[src/gdis_map.vh]
// constants for the instrument-bus interface state block
// assumes byte addresses on the register bus and 7-bit bus codes
`ifndef GDIS_MAP_VH
`define GDIS_MAP_VH

// ********************************************************
// register offsets (byte addresses)
// ********************************************************
`define GDIS_OFS_CTRL      5'h00
`define GDIS_OFS_STATE     5'h04
`define GDIS_OFS_IRQ_STAT  5'h08
`define GDIS_OFS_IRQ_MASK  5'h0C

// ********************************************************
// control register fields
// ********************************************************
`define GDIS_CTRL_SRQ_EN   0
`define GDIS_CTRL_START    1
`define GDIS_CTRL_INIT     2
`define GDIS_CTRL_RESET    1'h0

// ********************************************************
// interrupt event bits
// ********************************************************
`define GDIS_IRQ_W         6
`define GDIS_IRQ_MEAS      0
`define GDIS_IRQ_SYNTAX    1
`define GDIS_IRQ_SRQ       2
`define GDIS_IRQ_IFC       3
`define GDIS_IRQ_DCL       4
`define GDIS_IRQ_TRIG      5
`define GDIS_IRQ_RESET     6'h00

// ********************************************************
// address characters and bus commands
// ********************************************************
`define GDIS_LISTEN_BASE   7'h20
`define GDIS_TALK_BASE     7'h40
`define GDIS_ADDR_MAX      5'h1E
`define GDIS_CMD_UNL       7'h3F
`define GDIS_CMD_UNT       7'h5F
`define GDIS_CMD_DCL       7'h14
`define GDIS_CMD_SDC       7'h04
`define GDIS_CMD_GET       7'h08
`define GDIS_CMD_SPE       7'h18
`define GDIS_CMD_SPD       7'h19

// ********************************************************
// status byte bits
// ********************************************************
`define GDIS_SB_MEAS       0
`define GDIS_SB_SYNTAX     1
`define GDIS_SB_SMOOTH     2
`define GDIS_SB_RQS        6
`define GDIS_SB_RESET      8'h00

`endif

[src/gdis_sync.v]
// two-flop synchroniser for a group of slow pin levels
// assumes the inputs are quasi-static levels, not pulses
`timescale 1ns/1ps

module gdis_sync
#(
   parameter W = 1
)
(
   input  wire         clk,
   input  wire         reset_n,
   input  wire         ce,
   input  wire [W-1:0] d,
   output wire [W-1:0] q
);

   reg [W-1:0] meta_r;
   reg [W-1:0] sync_r;

   always @(posedge clk or negedge reset_n)
   begin
      if (!reset_n)
      begin
         meta_r <= {W{1'b0}};
         sync_r <= {W{1'b0}};
      end
      else if (ce)
      begin
         meta_r <= d;
         sync_r <= meta_r;
      end
   end

   assign q = sync_r;

endmodule // gdis_sync

[src/gdis_core.v]
// instrument-bus interface state: addressing, flags, status byte, registers
// assumes bus bytes and local events arrive as one-cycle pulses on clk;
// address switch, talk-only switch and interface clear are raw pins
//
// Function
// listen address is switch plus 0x20, talk address switch plus 0x40
// talk-only switch forces permanent talker, address ignored
// in talk-only mode controller idle, others talk-only or listen-only
// address change waits until the current byte operation finishes
// after address change the previous address is no longer recognised
// power-on clears talker, listener, service request, status, transmit data
// addressed to talk: set talker, clear listener
// addressed to listen: set listener, clear talker
// trigger or start code clears transmit data and its status bit only
// interface clear clears talk/listen; device clear clears srq, status, data
// unaffected flags hold; unaddress and serial poll clear one flag each
// srq enabled: measurement done while not talker raises srq, status 65
// undefined code sets status 66 until next listen addressing; causes OR
// smoothing full sets smoothing and measurement bits, status 69; the code sets them only while not talker
// switch inputs pass synchronisers before address comparison
//
// Our own choices: the register addresses and the Avalon-MM interface to the registers.
`timescale 1ns/1ps
`include "gdis_map.vh"

module gdis_core
(
   input  wire        clk,
   input  wire        reset_n,
   input  wire        ce,
   // switch and bus pins
   input  wire [4:0]  address_switch,
   input  wire        talk_only_sw,
   input  wire        ifc_pin,
   // received bus bytes (same clock)
   input  wire        bus_byte_valid,
   input  wire [7:0]  bus_byte,
   input  wire        bus_atn,
   input  wire        tx_byte_taken,
   // local events (same clock)
   input  wire        meas_done,
   input  wire        smooth_full,
   input  wire        syntax_err,
   input  wire        start_code,
   input  wire        init_code,
   // flags
   output reg         talker_r,
   output reg         listener_r,
   output reg         srq_r,
   output reg  [7:0]  status_byte_r,
   output reg         tx_pending_r,
   output reg         spoll_mode_r,
   output reg  [4:0]  active_addr_r,
   output wire        irq,
   // avalon-mm slave
   input  wire [4:0]  address,
   input  wire        read,
   input  wire        write,
   input  wire [31:0] writedata,
   output reg  [31:0] readdata,
   output wire        waitrequest
);

   // ********************************************************
   // pin synchronisers
   // ********************************************************
   wire [6:0] pin_sync;
   wire [4:0] sw_addr;
   wire       sw_talk_only;
   wire       ifc_sync;

   gdis_sync #(.W(7)) u_sync
   (
      .clk     (clk),
      .reset_n (reset_n),
      .ce      (ce),
      .d       ({ifc_pin, talk_only_sw, address_switch}),
      .q       (pin_sync)
   );

   assign sw_addr      = pin_sync[4:0];
   assign sw_talk_only = pin_sync[5];
   assign ifc_sync     = pin_sync[6];

   // interface clear acts on its rising level edge
   reg  ifc_d_r;
   wire ifc_evt;
   assign ifc_evt = ifc_sync & ~ifc_d_r;

   // ********************************************************
   // active address
   // ********************************************************
   // a byte in flight is decoded against the old address; the new one
   // takes over between bytes, so the old address is dead from then on
   always @(posedge clk or negedge reset_n)
   begin
      if (!reset_n)
      begin
         active_addr_r <= 5'h00;
         ifc_d_r       <= 1'b0;
      end
      else if (ce)
      begin
         ifc_d_r <= ifc_sync;
         if (!bus_byte_valid && sw_addr <= `GDIS_ADDR_MAX)
            active_addr_r <= sw_addr;
      end
   end

   // ********************************************************
   // command decode
   // ********************************************************
   wire [6:0] code;
   wire [6:0] my_listen;
   wire [6:0] my_talk;
   wire       cmd;
   wire       is_mla;
   wire       is_mta;
   wire       is_unl;
   wire       is_unt;
   wire       is_dcl;
   wire       is_get;
   wire       is_spe;
   wire       is_spd;
   wire       dev_clear;
   wire       trigger;
   wire       spoll_done;

   assign code      = bus_byte[6:0];
   assign my_listen = `GDIS_LISTEN_BASE + {2'b00, active_addr_r};
   assign my_talk   = `GDIS_TALK_BASE + {2'b00, active_addr_r};
   // talk-only ignores addressing from the bus; the controller must stay idle
   assign cmd       = bus_byte_valid & bus_atn & ~sw_talk_only;
   assign is_mla    = cmd & (code == my_listen);
   assign is_mta    = cmd & (code == my_talk);
   assign is_unl    = cmd & (code == `GDIS_CMD_UNL);
   assign is_unt    = cmd & (code == `GDIS_CMD_UNT);
   assign is_dcl    = cmd & ((code == `GDIS_CMD_DCL) |
                             (listener_r & (code == `GDIS_CMD_SDC)));
   assign is_get    = cmd & listener_r & (code == `GDIS_CMD_GET);
   assign is_spe    = cmd & (code == `GDIS_CMD_SPE);
   assign is_spd    = cmd & (code == `GDIS_CMD_SPD);

   // ********************************************************
   // register bus front end
   // ********************************************************
   reg                   ack_r;
   reg                   srq_en_r;
   reg [`GDIS_IRQ_W-1:0] irq_stat_r;
   reg [`GDIS_IRQ_W-1:0] irq_mask_r;
   wire                  wr_go;
   wire                  sw_start;
   wire                  sw_init;

   // every access takes one wait cycle, answered on the second edge
   assign waitrequest = (read | write) & ~ack_r;
   assign wr_go       = write & ack_r;
   assign sw_start    = wr_go & (address == `GDIS_OFS_CTRL) & writedata[`GDIS_CTRL_START];
   assign sw_init     = wr_go & (address == `GDIS_OFS_CTRL) & writedata[`GDIS_CTRL_INIT];

   assign dev_clear  = is_dcl | init_code | sw_init;
   assign trigger    = is_get | start_code | sw_start;
   assign spoll_done = spoll_mode_r & talker_r & tx_byte_taken;

   // ********************************************************
   // talker / listener / serial poll mode
   // ********************************************************
   always @(posedge clk or negedge reset_n)
   begin
      if (!reset_n)
      begin
         talker_r     <= 1'b0;
         listener_r   <= 1'b0;
         spoll_mode_r <= 1'b0;
      end
      else if (ce)
      begin
         if (sw_talk_only)
         begin
            talker_r     <= 1'b1;
            listener_r   <= 1'b0;
            spoll_mode_r <= 1'b0;
         end
         else if (ifc_evt)
         begin
            talker_r     <= 1'b0;
            listener_r   <= 1'b0;
            spoll_mode_r <= 1'b0;
         end
         else
         begin
            if (is_mta)
            begin
               talker_r   <= 1'b1;
               listener_r <= 1'b0;
            end
            else if (is_mla)
            begin
               listener_r <= 1'b1;
               talker_r   <= 1'b0;
            end
            else if (is_unt)
               talker_r <= 1'b0;
            else if (is_unl)
               listener_r <= 1'b0;
            if (is_spe)
               spoll_mode_r <= 1'b1;
            else if (is_spd)
               spoll_mode_r <= 1'b0;
         end
      end
   end

   // ********************************************************
   // status byte, service request and transmit data
   // ********************************************************
   reg        sb_meas_nxt;
   reg        sb_syn_nxt;
   reg        sb_smooth_nxt;
   reg        srq_nxt;
   reg        tx_nxt;
   wire       meas_evt;
   wire       any_bit;

   // a measurement while addressed to talk goes straight out as data
   assign meas_evt = (meas_done | smooth_full) & ~talker_r;
   assign any_bit  = sb_meas_nxt | sb_syn_nxt | sb_smooth_nxt;

   always @*
   begin
      sb_meas_nxt   = status_byte_r[`GDIS_SB_MEAS];
      sb_syn_nxt    = status_byte_r[`GDIS_SB_SYNTAX];
      sb_smooth_nxt = status_byte_r[`GDIS_SB_SMOOTH];
      srq_nxt       = srq_r;
      tx_nxt        = tx_pending_r;
      // clears first, so an event in the same cycle still sets
      if (is_mta)
      begin
         sb_meas_nxt   = 1'b0;
         sb_smooth_nxt = 1'b0;
      end
      if (is_mla)
         sb_syn_nxt = 1'b0;
      if (trigger)
      begin
         sb_meas_nxt   = 1'b0;
         sb_smooth_nxt = 1'b0;
         tx_nxt        = 1'b0;
      end
      if (dev_clear)
      begin
         sb_meas_nxt   = 1'b0;
         sb_syn_nxt    = 1'b0;
         sb_smooth_nxt = 1'b0;
         srq_nxt       = 1'b0;
         tx_nxt        = 1'b0;
      end
      if (spoll_done)
         srq_nxt = 1'b0;
      if (meas_done | smooth_full)
         tx_nxt = 1'b1;
      if (meas_evt)
      begin
         sb_meas_nxt = 1'b1;
         if (srq_en_r)
            srq_nxt = 1'b1;
      end
      if (smooth_full & ~talker_r)
         sb_smooth_nxt = 1'b1;
      if (syntax_err)
      begin
         sb_syn_nxt = 1'b1;
         if (srq_en_r)
            srq_nxt = 1'b1;
      end
   end

   always @(posedge clk or negedge reset_n)
   begin
      if (!reset_n)
      begin
         status_byte_r <= `GDIS_SB_RESET;
         srq_r         <= 1'b0;
         tx_pending_r  <= 1'b0;
      end
      else if (ce)
      begin
         // status bits OR together when causes coincide
         status_byte_r <= {1'b0, any_bit, 3'b000,
                           sb_smooth_nxt, sb_syn_nxt, sb_meas_nxt};
         srq_r         <= srq_nxt;
         tx_pending_r  <= tx_nxt;
      end
   end

   // ********************************************************
   // registers and interrupt
   // ********************************************************
   wire [`GDIS_IRQ_W-1:0] irq_evt;
   wire                   wr_stat;

   assign irq_evt = {trigger, dev_clear, ifc_evt, srq_nxt & ~srq_r,
                     syntax_err, meas_done};
   assign wr_stat = wr_go & (address == `GDIS_OFS_IRQ_STAT);
   assign irq     = |(irq_stat_r & irq_mask_r);

   always @(posedge clk or negedge reset_n)
   begin
      if (!reset_n)
      begin
         ack_r      <= 1'b0;
         srq_en_r   <= `GDIS_CTRL_RESET;
         irq_stat_r <= `GDIS_IRQ_RESET;
         irq_mask_r <= `GDIS_IRQ_RESET;
         readdata   <= 32'h00000000;
      end
      else if (ce)
      begin
         ack_r <= (read | write) & ~ack_r;
         // event set wins over a write-one clear in the same cycle
         if (wr_stat)
            irq_stat_r <= (irq_stat_r & ~writedata[`GDIS_IRQ_W-1:0]) | irq_evt;
         else
            irq_stat_r <= irq_stat_r | irq_evt;
         if (wr_go && address == `GDIS_OFS_CTRL)
            srq_en_r <= writedata[`GDIS_CTRL_SRQ_EN];
         if (wr_go && address == `GDIS_OFS_IRQ_MASK)
            irq_mask_r <= writedata[`GDIS_IRQ_W-1:0];
         if (read && !ack_r)
         begin
            case (address)
               `GDIS_OFS_CTRL:
                  readdata <= {31'h00000000, srq_en_r};
               `GDIS_OFS_STATE:
                  readdata <= {8'h00, status_byte_r, 3'b000, active_addr_r,
                               1'b0, sw_talk_only, spoll_mode_r, tx_pending_r,
                               srq_r, listener_r, talker_r, ifc_sync};
               `GDIS_OFS_IRQ_STAT:
                  readdata <= {26'h0000000, irq_stat_r};
               `GDIS_OFS_IRQ_MASK:
                  readdata <= {26'h0000000, irq_mask_r};
               default:
                  readdata <= 32'h00000000;
            endcase
         end
      end
   end

endmodule // gdis_core

[config.mk]
export PLATFORM = sky130hd
export DESIGN_NAME = gdis_core
export DESIGN_NICKNAME = d
export VERILOG_FILES = /design/src/gdis_sync.v /design/src/gdis_core.v
export VERILOG_INCLUDE_DIRS = /design/src
export SDC_FILE = /design/constraint.sdc
export NUM_CORES = 1
export LEC_CHECK = 0
export ABC_AREA = 1
export BUFFER_PORTS_ARGS = -buffer_cell sky130_fd_sc_hd__buf_4
export CAP_MARGIN = 10
export CORE_AREA = 8 8 87 89
export DETAILED_ROUTE_END_ITERATION = 16
export DIE_AREA = 0 0 95 97
export PLACE_DENSITY_LB_ADDON = 0.2
export SETUP_SLACK_MARGIN = 0.05
export SLEW_MARGIN = 25
export SYNTH_ARGS = -nofsm -noshare
export SYNTH_HDL_FRONTEND = slang
export SYNTH_SLANG_ARGS = --single-unit
[constraint.sdc]
create_clock -name clk -period 3.5 [get_ports clk]
set_input_delay 0 -clock clk [delete_from_list [all_inputs] [get_ports clk]]
set_output_delay 0 -clock clk [all_outputs]
set_load 0.05 [all_outputs]
## Yosys cells after proc, flatten, opt, wreduce, memory -nomap -nowiden

Cells that the tools add are included.

- Bits in registers: 75

- Bitwise gates (word level): 43
- Reduce and logical (&&, ||, !) cells: 20
- Mux-type cells: 37
- Eq/ne operators: 13
- Order comparisons: 1
- $add $sub $neg: 2

Operators with widths:

| cell | count |
|---|---|
| one-hot mux 23 bit (4 select lines) | 1 |
| 2-to-1 mux 1 bit | 35 |
| AND 1 bit | 24 |
| equality test 7 x 5 -> 1 bit, second input constant | 3 |
| equality test 7 bit | 2 |
| AND reduction 2 bit | 7 |
| AND 6 bit | 2 |
| bitwise OR 6 bit | 2 |
| equality test 5 x 4 -> 1 bit, second input constant | 2 |
| nonzero test 5 bit | 2 |
| bitwise OR 1 bit | 9 |
| adder 6 x 5 -> 7 bit, first input constant | 1 |
| adder 7 x 5 -> 7 bit, first input constant | 1 |
| equality test 7 x 3 -> 1 bit, second input constant | 1 |
| equality test 7 x 4 -> 1 bit, second input constant | 1 |
| equality test 7 x 6 -> 1 bit, second input constant | 1 |
| equality test 7 bit, second input constant | 1 |
| 2-to-1 mux 6 bit | 1 |
| inverter 6 bit | 1 |
| OR reduction 6 bit | 1 |
| equality test 5 x 3 -> 1 bit, second input constant | 1 |
| <= comparator 5 bit, second input constant | 1 |
| zero test 5 bit | 1 |
| != test 5 x 4 -> 1 bit, second input constant | 1 |
| other kinds (6) | 14 |

## Longest topological paths before layout

Gate-level depths: netlist (run 1).

- Word-level depth: 15
- Gate-level depth with buffers: 11

## Hierarchy

Synthesis (run 1) repeated with hierarchy kept, for this count alone.

- Cells, all modules: 396
- Area total of the unflattened synthesis: 3079.2 sq um

By module, submodules not included:

| module | area an instance (sq um) | instances | seq. area each (sq um) | cells each |
|---|---|---|---|---|
| gdis_core | 2548.7 | 1 | 1126.1 | 337 |
| gdis_sync | 530.5 | 1 | 350.3 | 59 |

## Least setup slack after synthesis (run 1)

OpenSTA, ideal clock, no wires.

- Kind: register to register
- Start point: register active_addr_r[2]
- End point: register status_byte_r[6]
- Arrival time: 1.475 ns
- Path slack: 1.904 ns
- Clock period less this slack: 1.596 ns
- Cell stages (with the launch flop): 12
- Required time: 3.379 ns
- Path through: dfrtp_1 > inv_1 > nand2_1 > nand2_1 > nor2_4 > nand2_1 > nor2_2 > nor2_1 > nand3_1 > nand2_1 > a21oi_1 > nand2_1

- Longest elaborated chain between the ends: 9
- Elaborated cells on any way between the ends: 19

Ends and longest elaborated chain:

| item | line | RTL |
|---|---|---|
| start, declared | gdis_core.v:53 | `output reg [4:0] active_addr_r,` |
| start signal, assigned | gdis_core.v:106 | `active_addr_r <= sw_addr;` |
| adder 7 x 5 -> 7 bit (no source line) | -- |  |
| equality test 7 bit | gdis_core.v:135 | `assign is_mta = cmd & (code == my_talk);` |
| AND 1 bit | gdis_core.v:135 |  |
| 2-to-1 mux 1 bit | gdis_core.v:237 | `if (is_mta)` |
| 2-to-1 mux 1 bit | gdis_core.v:244 | `if (trigger)` |
| 2-to-1 mux 1 bit | gdis_core.v:250 | `if (dev_clear)` |
| 2-to-1 mux 1 bit | gdis_core.v:262 | `if (meas_evt)` |
| bitwise OR 1 bit | gdis_core.v:227 | `assign any_bit = sb_meas_nxt \| sb_syn_nxt \| sb_smooth_nxt;` |
| bitwise OR 1 bit * | gdis_core.v:227 |  |
| end signal, assigned | gdis_core.v:282 | `` status_byte_r <= `GDIS_SB_RESET; `` |
| end signal, assigned | gdis_core.v:289 | `status_byte_r <= {1'b0, any_bit, 3'b000,` |
| end, declared | gdis_core.v:50 | `output reg [7:0] status_byte_r,` |

Mark *: on every way between the ends. The rest lies on a longest branch, timed or not.
A chain may end at the register's enable or synchronous reset.

## Worst setup path after layout (run 1)

- Start point: register ack_r
- End point: register readdata[17]

- Longest elaborated chain between the ends: 3

Ends and longest elaborated chain:

| item | line | RTL |
|---|---|---|
| start, declared | gdis_core.v:147 | `reg ack_r;` |
| start signal, assigned | gdis_core.v:319 | `ack_r <= (read \| write) & ~ack_r;` |
| zero test 1 bit | gdis_core.v:329 | `if (read && !ack_r)` |
| logical AND 1 bit | gdis_core.v:329 |  |
| AND reduction 2 bit (no source line) | -- |  |
| end signal, assigned | gdis_core.v:333 | `readdata <= {31'h00000000, srq_en_r};` |
| end signal, assigned | gdis_core.v:335 | `readdata <= {8'h00, status_byte_r, 3'b000, active_addr_r,` |
| end signal, assigned | gdis_core.v:339 | `readdata <= {26'h0000000, irq_stat_r};` |
| end, declared | gdis_core.v:60 | `output reg [31:0] readdata,` |

No other way between the ends.

==> results.tsv, run 1 <==
stage	metric	value	unit
logic_synthesis	syn_area_per_cell	7.73	sq um
place	port_buffers	69	
detailed_routing	vias_per_cell	4.98	
power_and_ir_drop	seqPwrFrac	40.7	%
timing	finalHoldViolCount	0	
cts	cts_tree	yes	
worst_setup_path	startpoint	ack_r	
timing	min_period	1.61	ns
grt	grt_use_total	18.5	%
detailed_routing	via_count	2873	
detailed_routing	drc	0	
timing	tightest_slew	0.730	ns
cts	root_buffer	clkbuf_8	
power_and_ir_drop	combPwrFrac	26.3	%
timing	finClkSkew	0.00870	ns
layout	num-nets-final	560	
detailed_routing	wl_per_cell	14.0	um
timing	relSlewSlack	51.3	%
power_and_ir_drop	power.total	2000	uW
worst_setup_path	crit_chain	inv_1, nand3_2, inv_1, nand2_1, o21ai_0	
logic_synthesis	synthCells	408	
worst_setup_path	reg2reg_from	ack_r	
place	routabilityCongestion	0.919	
cts	cts.sinks	59	
power_and_ir_drop	swShare	35.5	%
power_and_ir_drop	p_clk_share	33.0	%
timing	slew_violations	0	
cts	post-cts-setup-buffers	0	
logic_synthesis	yosysWarnings	0	
worst_setup_path	endpoint_kind	register	
worst_setup_path	ff2ff_path_depth	5	
grt	grtUsageMet3	3.79	%
power_and_ir_drop	p_int	1290	uW
die	die_h	97	um
cts	ctsResizeCount	0	
power_and_ir_drop	net-switching-power	710	uW
timing	fin_tns_setup	0	ns
cts	cts_made_buffers	9	
worst_setup_path	slowest_delay	0.43	ns
die	die-area	9220	sq um
grt	use_met1	24.3	%
layout	diodes	0	
worst_setup_path	critPathLaunchType	register	
worst_setup_path	required	3.75	ns
die	io-pin-count	117	
cts	path_clk_slew	0.07	ns
layout	syn_to_final_growth	28.0	%
detailed_routing	first_pass_iters	5	
detailed_routing	postRouteAntennaNets	0	
die	start_util	50.9	%
logic_synthesis	seq_area_frac_synth	46.8	%
worst_setup_path	r2r-end	readdata[17]	
logic_synthesis	synth_area	3160	sq um
logic_synthesis	ys_seq_elements	59	
place	dpl.hpwl	5980	um
timing	fmax	622	MHz
layout	fin_util	65.1	%
hold_path	holdCritStartpoint	bus_byte[4]	
power_and_ir_drop	powerDensity	495	nW/um^2
worst_setup_path	r2r_slack	1.89	ns
die	die_w	95	um
worst_setup_path	crit_top_cell	inv_1	
grt	grt_use_met2	28.1	%
grt	grt_pass1_wl	13400	um
place	post-place-cells	542	
layout	stdcell_count	577	
worst_setup_path	critical_path.max_fanout	27	
timing	fin_crit_sh	45.9	%
timing	whs	0.0282	ns
detailed_routing	wl	8070	um
timing	grt_setup_unrepaired	false	
grt	grt_max_degree	60	
die	num_rows	29	
logic_synthesis	synth_edf_count	0	
cts	hold_buffers	19	
logic_synthesis	synthArstFlopShare	100	%
power_and_ir_drop	irDropWorstVdd	0.316	mV
worst_setup_path	cp_slowest_cell	nand3_2	
grt	top_usage_layer	met2	
status	outcome	finished clean	
hold_path	hp-class	input port to register	
grt	antenna_found_initial	0	
layout	final_cell_mix	137 x nand2_1, 69 x buf_4, 59 x dfrtp_1	
logic_synthesis	synth_top_flop_cell	dfrtp_1	
worst_setup_path	critPathCapture	readdata[17]	
worst_setup_path	worstPathArrival	1.86	ns
grt	grt_overflow	0	
cts	clock_latency	0.35	ns
detailed_routing	drt_iter0_drc	144	
logic_synthesis	ys_types	32	
worst_setup_path	critical_path_class	register to register	
die	core	6200	sq um
cts	cts_buffer_depth	2	
grt	grt_pass1_vias	2781	
timing	finalSetupViolCount	0	
run	drv_cap	0	
layout	layout_commonest_cell	nand2_1	
cts	cts_max_level	3	
power_and_ir_drop	power.leakage	0.00208	uW
layout	layout-drive-gt1-share	22.8	%
[worst max-delay path: cells and delay by family, from the launching register on]
kind	cells	cell delay, ns
simple gates	2	0.50
buf+inv	2	0.46
flops	1	0.40
compound gates	1	0.16
[area by class of cell]
type	instances	area (sq um)
fill	532	2160
sequential	59	1480
multi-input combinational	293	1380
timing repair buffer	88	708
clock buffer	12	165
inverter	44	165
tap	77	96.3
clock inverter	4	47.5
[metal layers]
metal  part of all wire [%]  up-vias
met1                     42     1311
met4                    2.3        0
met5                      0        -
li1                       -     1429
met3                    8.1       17
met2                     47      116
[how the worst min path moves through the flow]
stage	end	slack, ns	depth (start not counted)
6_report	spoll_mode_r	0.03	3
5_1_grt	spoll_mode_r	0.01	3
3_3_place_gp	u_sync.meta_r[2]	0.11	1
3_5_place_dp	u_sync.meta_r[2]	0.11	1
2_1_floorplan	ack_r	-0.30	0
4_1_cts	spoll_mode_r	0.008	3
[metrics by stage]
step | setup WS (ns) | cell area [sq um]
6_report | 1.89 | 4040
5_1_grt | 1.72 | 4040
4_1_cts | 1.87 | 4040
3_5_place_dp | 1.90 | 3640
3_3_place_gp | 1.97 | 3640
2_1_floorplan | 1.90 | 3230
[sequential cells by signal (all words and copies together) (netlist names), 4 cells and up]
| register | cells |
|---|---|
| u_sync.meta_r | 7 |
| irq_stat_r | 6 |
| active_addr_r | 5 |
| u_sync.q | 7 |
| readdata | 16 |
| irq_mask_r | 6 |
| status_byte_r | 4 |
[kinds of logic after synthesis]
logic type / share of synthesized area (%)
and+or+nand+nor: 29.5
buffers and inverters: 11.7
AOI/OAI and AO/OA: 11.3
DFF: 46.8
xor gates and xnor gates: 0.555
other: 0.119
[cell usage after synthesis, types with 2 or more instances]
library cell / instances / area share (%)
a21oi_1: 5 / 0.79
a31oi_1: 2 / 0.40
buf_2: 4 / 0.63
buf_4: 20 / 4.8
clkbuf_1: 6 / 0.71
dfrtp_1: 59 / 47
inv_1: 39 / 4.6
inv_2: 5 / 0.59
nand2_1: 137 / 16
nand2_2: 6 / 1.2
nand3_1: 13 / 2.1
nand3_2: 4 / 1.3
nand4_1: 5 / 0.99
nor2_1: 26 / 3.1
nor2_2: 6 / 1.2
nor2_4: 6 / 2.1
nor3_1: 2 / 0.32
o21ai_0: 27 / 4.3
o21ai_1: 15 / 2.4
o31ai_1: 9 / 2.1
[power groups by stage]
stage	Combinational, uW	Clock [uW]	Sequential, uW
after floorplan	253	0	922
after global placement	504	0	822
after detailed placement	511	0	824
after CTS	529	675	812
after global routing	568	703	822
final	526	661	814
Note: power is estimated with default switching activity, not from simulation.
==> run 2: changes to the inputs <==
--- a/config.mk
+++ b/config.mk
@@ -6,12 +6,12 @@
 export SDC_FILE = /design/constraint.sdc
 export NUM_CORES = 1
 export LEC_CHECK = 0
-export ABC_AREA = 1
+export ABC_AREA = 0
 export BUFFER_PORTS_ARGS = -buffer_cell sky130_fd_sc_hd__buf_4
 export CAP_MARGIN = 10
-export CORE_AREA = 8 8 87 89
+export CORE_AREA = 8 8 91 93
 export DETAILED_ROUTE_END_ITERATION = 16
-export DIE_AREA = 0 0 95 97
+export DIE_AREA = 0 0 99 101
 export PLACE_DENSITY_LB_ADDON = 0.2
 export SETUP_SLACK_MARGIN = 0.05
 export SLEW_MARGIN = 25
==> constraint.sdc (replaced) <==
create_clock -name clk -period 1.35 [get_ports clk]
set_input_delay 0 -clock clk [delete_from_list [all_inputs] [get_ports clk]]
set_output_delay 0 -clock clk [all_outputs]
set_load 0.05 [all_outputs]
==> run 2 against run 1 <==
Against the previous run: the flow now finishes with violations (negative setup slack); die area rose by 8.5%; total power grew to 2.7 times the previous value; clock skew rose by 0.0014 ns; combinational power grew to 3.3 times the previous value; critical path type unchanged; critical endpoint is now status_byte_r[2].
==> results.tsv, run 2 <==
stage	metric	value	unit
timing	worst_slack	-0.534	ns
layout	largest_register_ffs	16	
worst_setup_path	critical_path_class	register to register	
cts	root_buffer	clkbuf_8	
logic_synthesis	synthCells	259	
grt	grt_pass1_wl	12600	um
grt	grt_use_total	15.9	%
worst_setup_path	endpoint_kind	register	
power_and_ir_drop	irDropWorstVdd	0.505	mV
logic_synthesis	syn_area_per_cell	11.3	sq um
worst_setup_path	reg2reg_from	u_sync.q[5]	
timing	finClkSkew	0.0101	ns
detailed_routing	wl_per_cell	16.2	um
cts	cts.sinks	59	
timing	finalSetupViolCount	29	
detailed_routing	first_pass_iters	4	
logic_synthesis	yosysWarnings	0	
worst_setup_path	slowest_delay	0.50	ns
power_and_ir_drop	power.leakage	0.00201	uW
timing	fmax	531	MHz
layout	multiInputGateArea	1410	sq um
logic_synthesis	netlist.top_cell.by_area	dfrtp_1	
worst_setup_path	r2r-end	status_byte_r[2]	
detailed_routing	postRouteAntennaNets	0	
logic_synthesis	synth_edf_count	0	
worst_setup_path	worstPathArrival	2.11	ns
status	violations	negative setup slack	
logic_synthesis	netlist.area_leader.share	50.6	%
logic_synthesis	synth.most_common_cell	dfrtp_1	
detailed_routing	drc	0	
detailed_routing	wl	7750	um
hold_path	hold_depth	3	
power_and_ir_drop	power.total	5460	uW
layout	regArea	1480	sq um
die	die_w	99	um
power_and_ir_drop	powerDensity	1260	nW/um^2
grt	grt_overflow	0	
layout	layout-drive-gt1-share	50.3	%
layout	fillCellCount	574	
layout	syn_to_final_growth	48.5	%
worst_setup_path	ff2ff_path_depth	5	
die	io-pin-count	117	
logic_synthesis	ys_types	46	
place	routabilityCongestion	0.879	
worst_setup_path	r2r_slack	-0.53	ns
worst_setup_path	critical_path.max_fanout	6	
logic_synthesis	synth_top_flop_cell	dfrtp_1	
grt	grt_max_degree	34	
worst_setup_path	crit_chain	nand4bb_4, or4_4, o41a_4, a31oi_4, o21ai_2	
logic_synthesis	synth_area_leaders	dfrtp_1 51%, mux2_2 12%, buf_4 5.1%	
detailed_routing	drt_iter0_drc	61	
layout	final_cell_mix	108 x buf_4, 54 x dfrtp_1, 29 x mux2_2	
layout	regMostFlops	readdata	
worst_setup_path	cp_slowest_cell	o41a_4	
timing	fin_crit_sh	140	%
layout	layout_commonest_cell	buf_4	
place	dpl.hpwl	5990	um
status	outcome	complete, but fails checks	
cts	clock_latency	0.34	ns
grt	grt_pass1_vias	2558	
hold_path	hp-class	input port to register	
timing	fin_tns_setup	-6.42	ns
cts	path_clk_slew	0.07	ns
die	die_h	101	um
logic_synthesis	synth_area	2920	sq um
cts	cts_made_buffers	9	
grt	antenna_found_initial	0	
timing	min_period	1.88	ns
die	die-area	10000	sq um
logic_synthesis	synthArstFlopShare	100	%
hold_path	holdCritStartpoint	bus_byte[4]	
place	dp_slack	-0.523	ns
die	start_util	42.0	%
timing	finalHoldViolCount	0	
hold_path	hold_path_end	spoll_mode_r	
logic_synthesis	seq_area_frac_synth	50.6	%
detailed_routing	vias_per_cell	5.03	
worst_setup_path	required	1.58	ns
layout	diodes	0	
logic_synthesis	synth_common_cells	59 x dfrtp_1, 30 x mux2_2, 21 x nand2_1	
cts	cts_tree	yes	
die	num_rows	31	
timing	grt_setup_unrepaired	true	
cts	cts_buffer_depth	2	
layout	num-nets-final	458	
logic_synthesis	ys_seq_elements	59	
die	core	6940	sq um
worst_setup_path	critPathLaunchType	register	
timing	slew_violations	0	
cts	cts_max_level	3	
detailed_routing	via_count	2414	
run	drv_cap	0	
place	port_buffers	69	
## run 2: timing repair
item | 4_1_cts | 5_1_grt
endpoints found under the hold margin | 84 | 0
endpoints found under the setup margin | 39 | 41
pin swaps | 6 | 14
resized for setup | 8 | 25
hold buffers | 19 | 0
setup buffers | 1 | 6
gates cloned | 0 | 0
## run 2: power breakdown
part           total, uW  leakage (uW)  switching (uW)  internal (uW)
Combinational       1720       0.00119             992            730
Sequential          2110      0.000726             150           1960
Clock               1620     0.0000905             723            897
## run 2: layer usage
layer / global-route usage (%) / routed length [um] / up-vias
li1: - / - / 1169
met1: 19.2 / 3400 / 1178
met2: 26.3 / 3840 / 58
met3: 4.14 / 418 / 9
met4: 6.85 / 96 / 0
met5: 0 / 0 / -
## run 2: cells by family after synthesis
| group | after synthesis | share of synthesized area (%) |
|---|---|---|
| AO/OA/AOI/OAI | 58 | 15.3 |
| AND/OR/NAND/NOR | 64 | 12.1 |
| other | 1 | 0.129 |
| flip-flops | 59 | 50.6 |
| multiplexers | 31 | 12.3 |
| buffers and inverters | 41 | 7.98 |
| XOR/XNOR | 5 | 1.50 |
## run 2: per-stage QoR
stage | util (%) | std cells | hold WS, ns | area [sq um]
global route | 62.4 | 480 | 0.0405 | 4330
CTS | 60.5 | 475 | 0.0110 | 4200
floorplan | - | 278 | -0.296 | 3020
finish | 62.4 | 480 | 0.0264 | 4330
detailed placement | 54.3 | 440 | -0.0584 | 3770
global placement | 54.3 | 440 | -0.0625 | 3770
## run 2: critical path: cells and delay by family (launching register included)
kind | cells | cell delay (ns)
compound gates | 3 | 0.76
simple gates | 2 | 0.64
flops | 1 | 0.38
## run 2: final cells by class
type	count	share of cell area (%)
sequential	59	34.2
multi-input combinational	178	32.6
timing repair buffer	133	25.1
clock buffer	10	3.18
tap	82	2.37
clock inverter	6	1.50
inverter	12	1.04
## run 2: how the worst max path moves through the flow
| stage | startpoint | endpoint | slack, ns | cells past startpoint |
|---|---|---|---|---|
| 2_1_floorplan | u_sync.q[5] | status_byte_r[2] | -0.51 | 5 |
| 3_3_place_gp | u_sync.q[5] | tx_pending_r | -0.49 | 5 |
| 3_5_place_dp | u_sync.q[5] | tx_pending_r | -0.52 | 5 |
| 4_1_cts | u_sync.q[5] | status_byte_r[2] | -0.52 | 5 |
| 5_1_grt | u_sync.q[5] | status_byte_r[0] | -0.59 | 5 |
| 6_report | u_sync.q[5] | status_byte_r[2] | -0.53 | 5 |
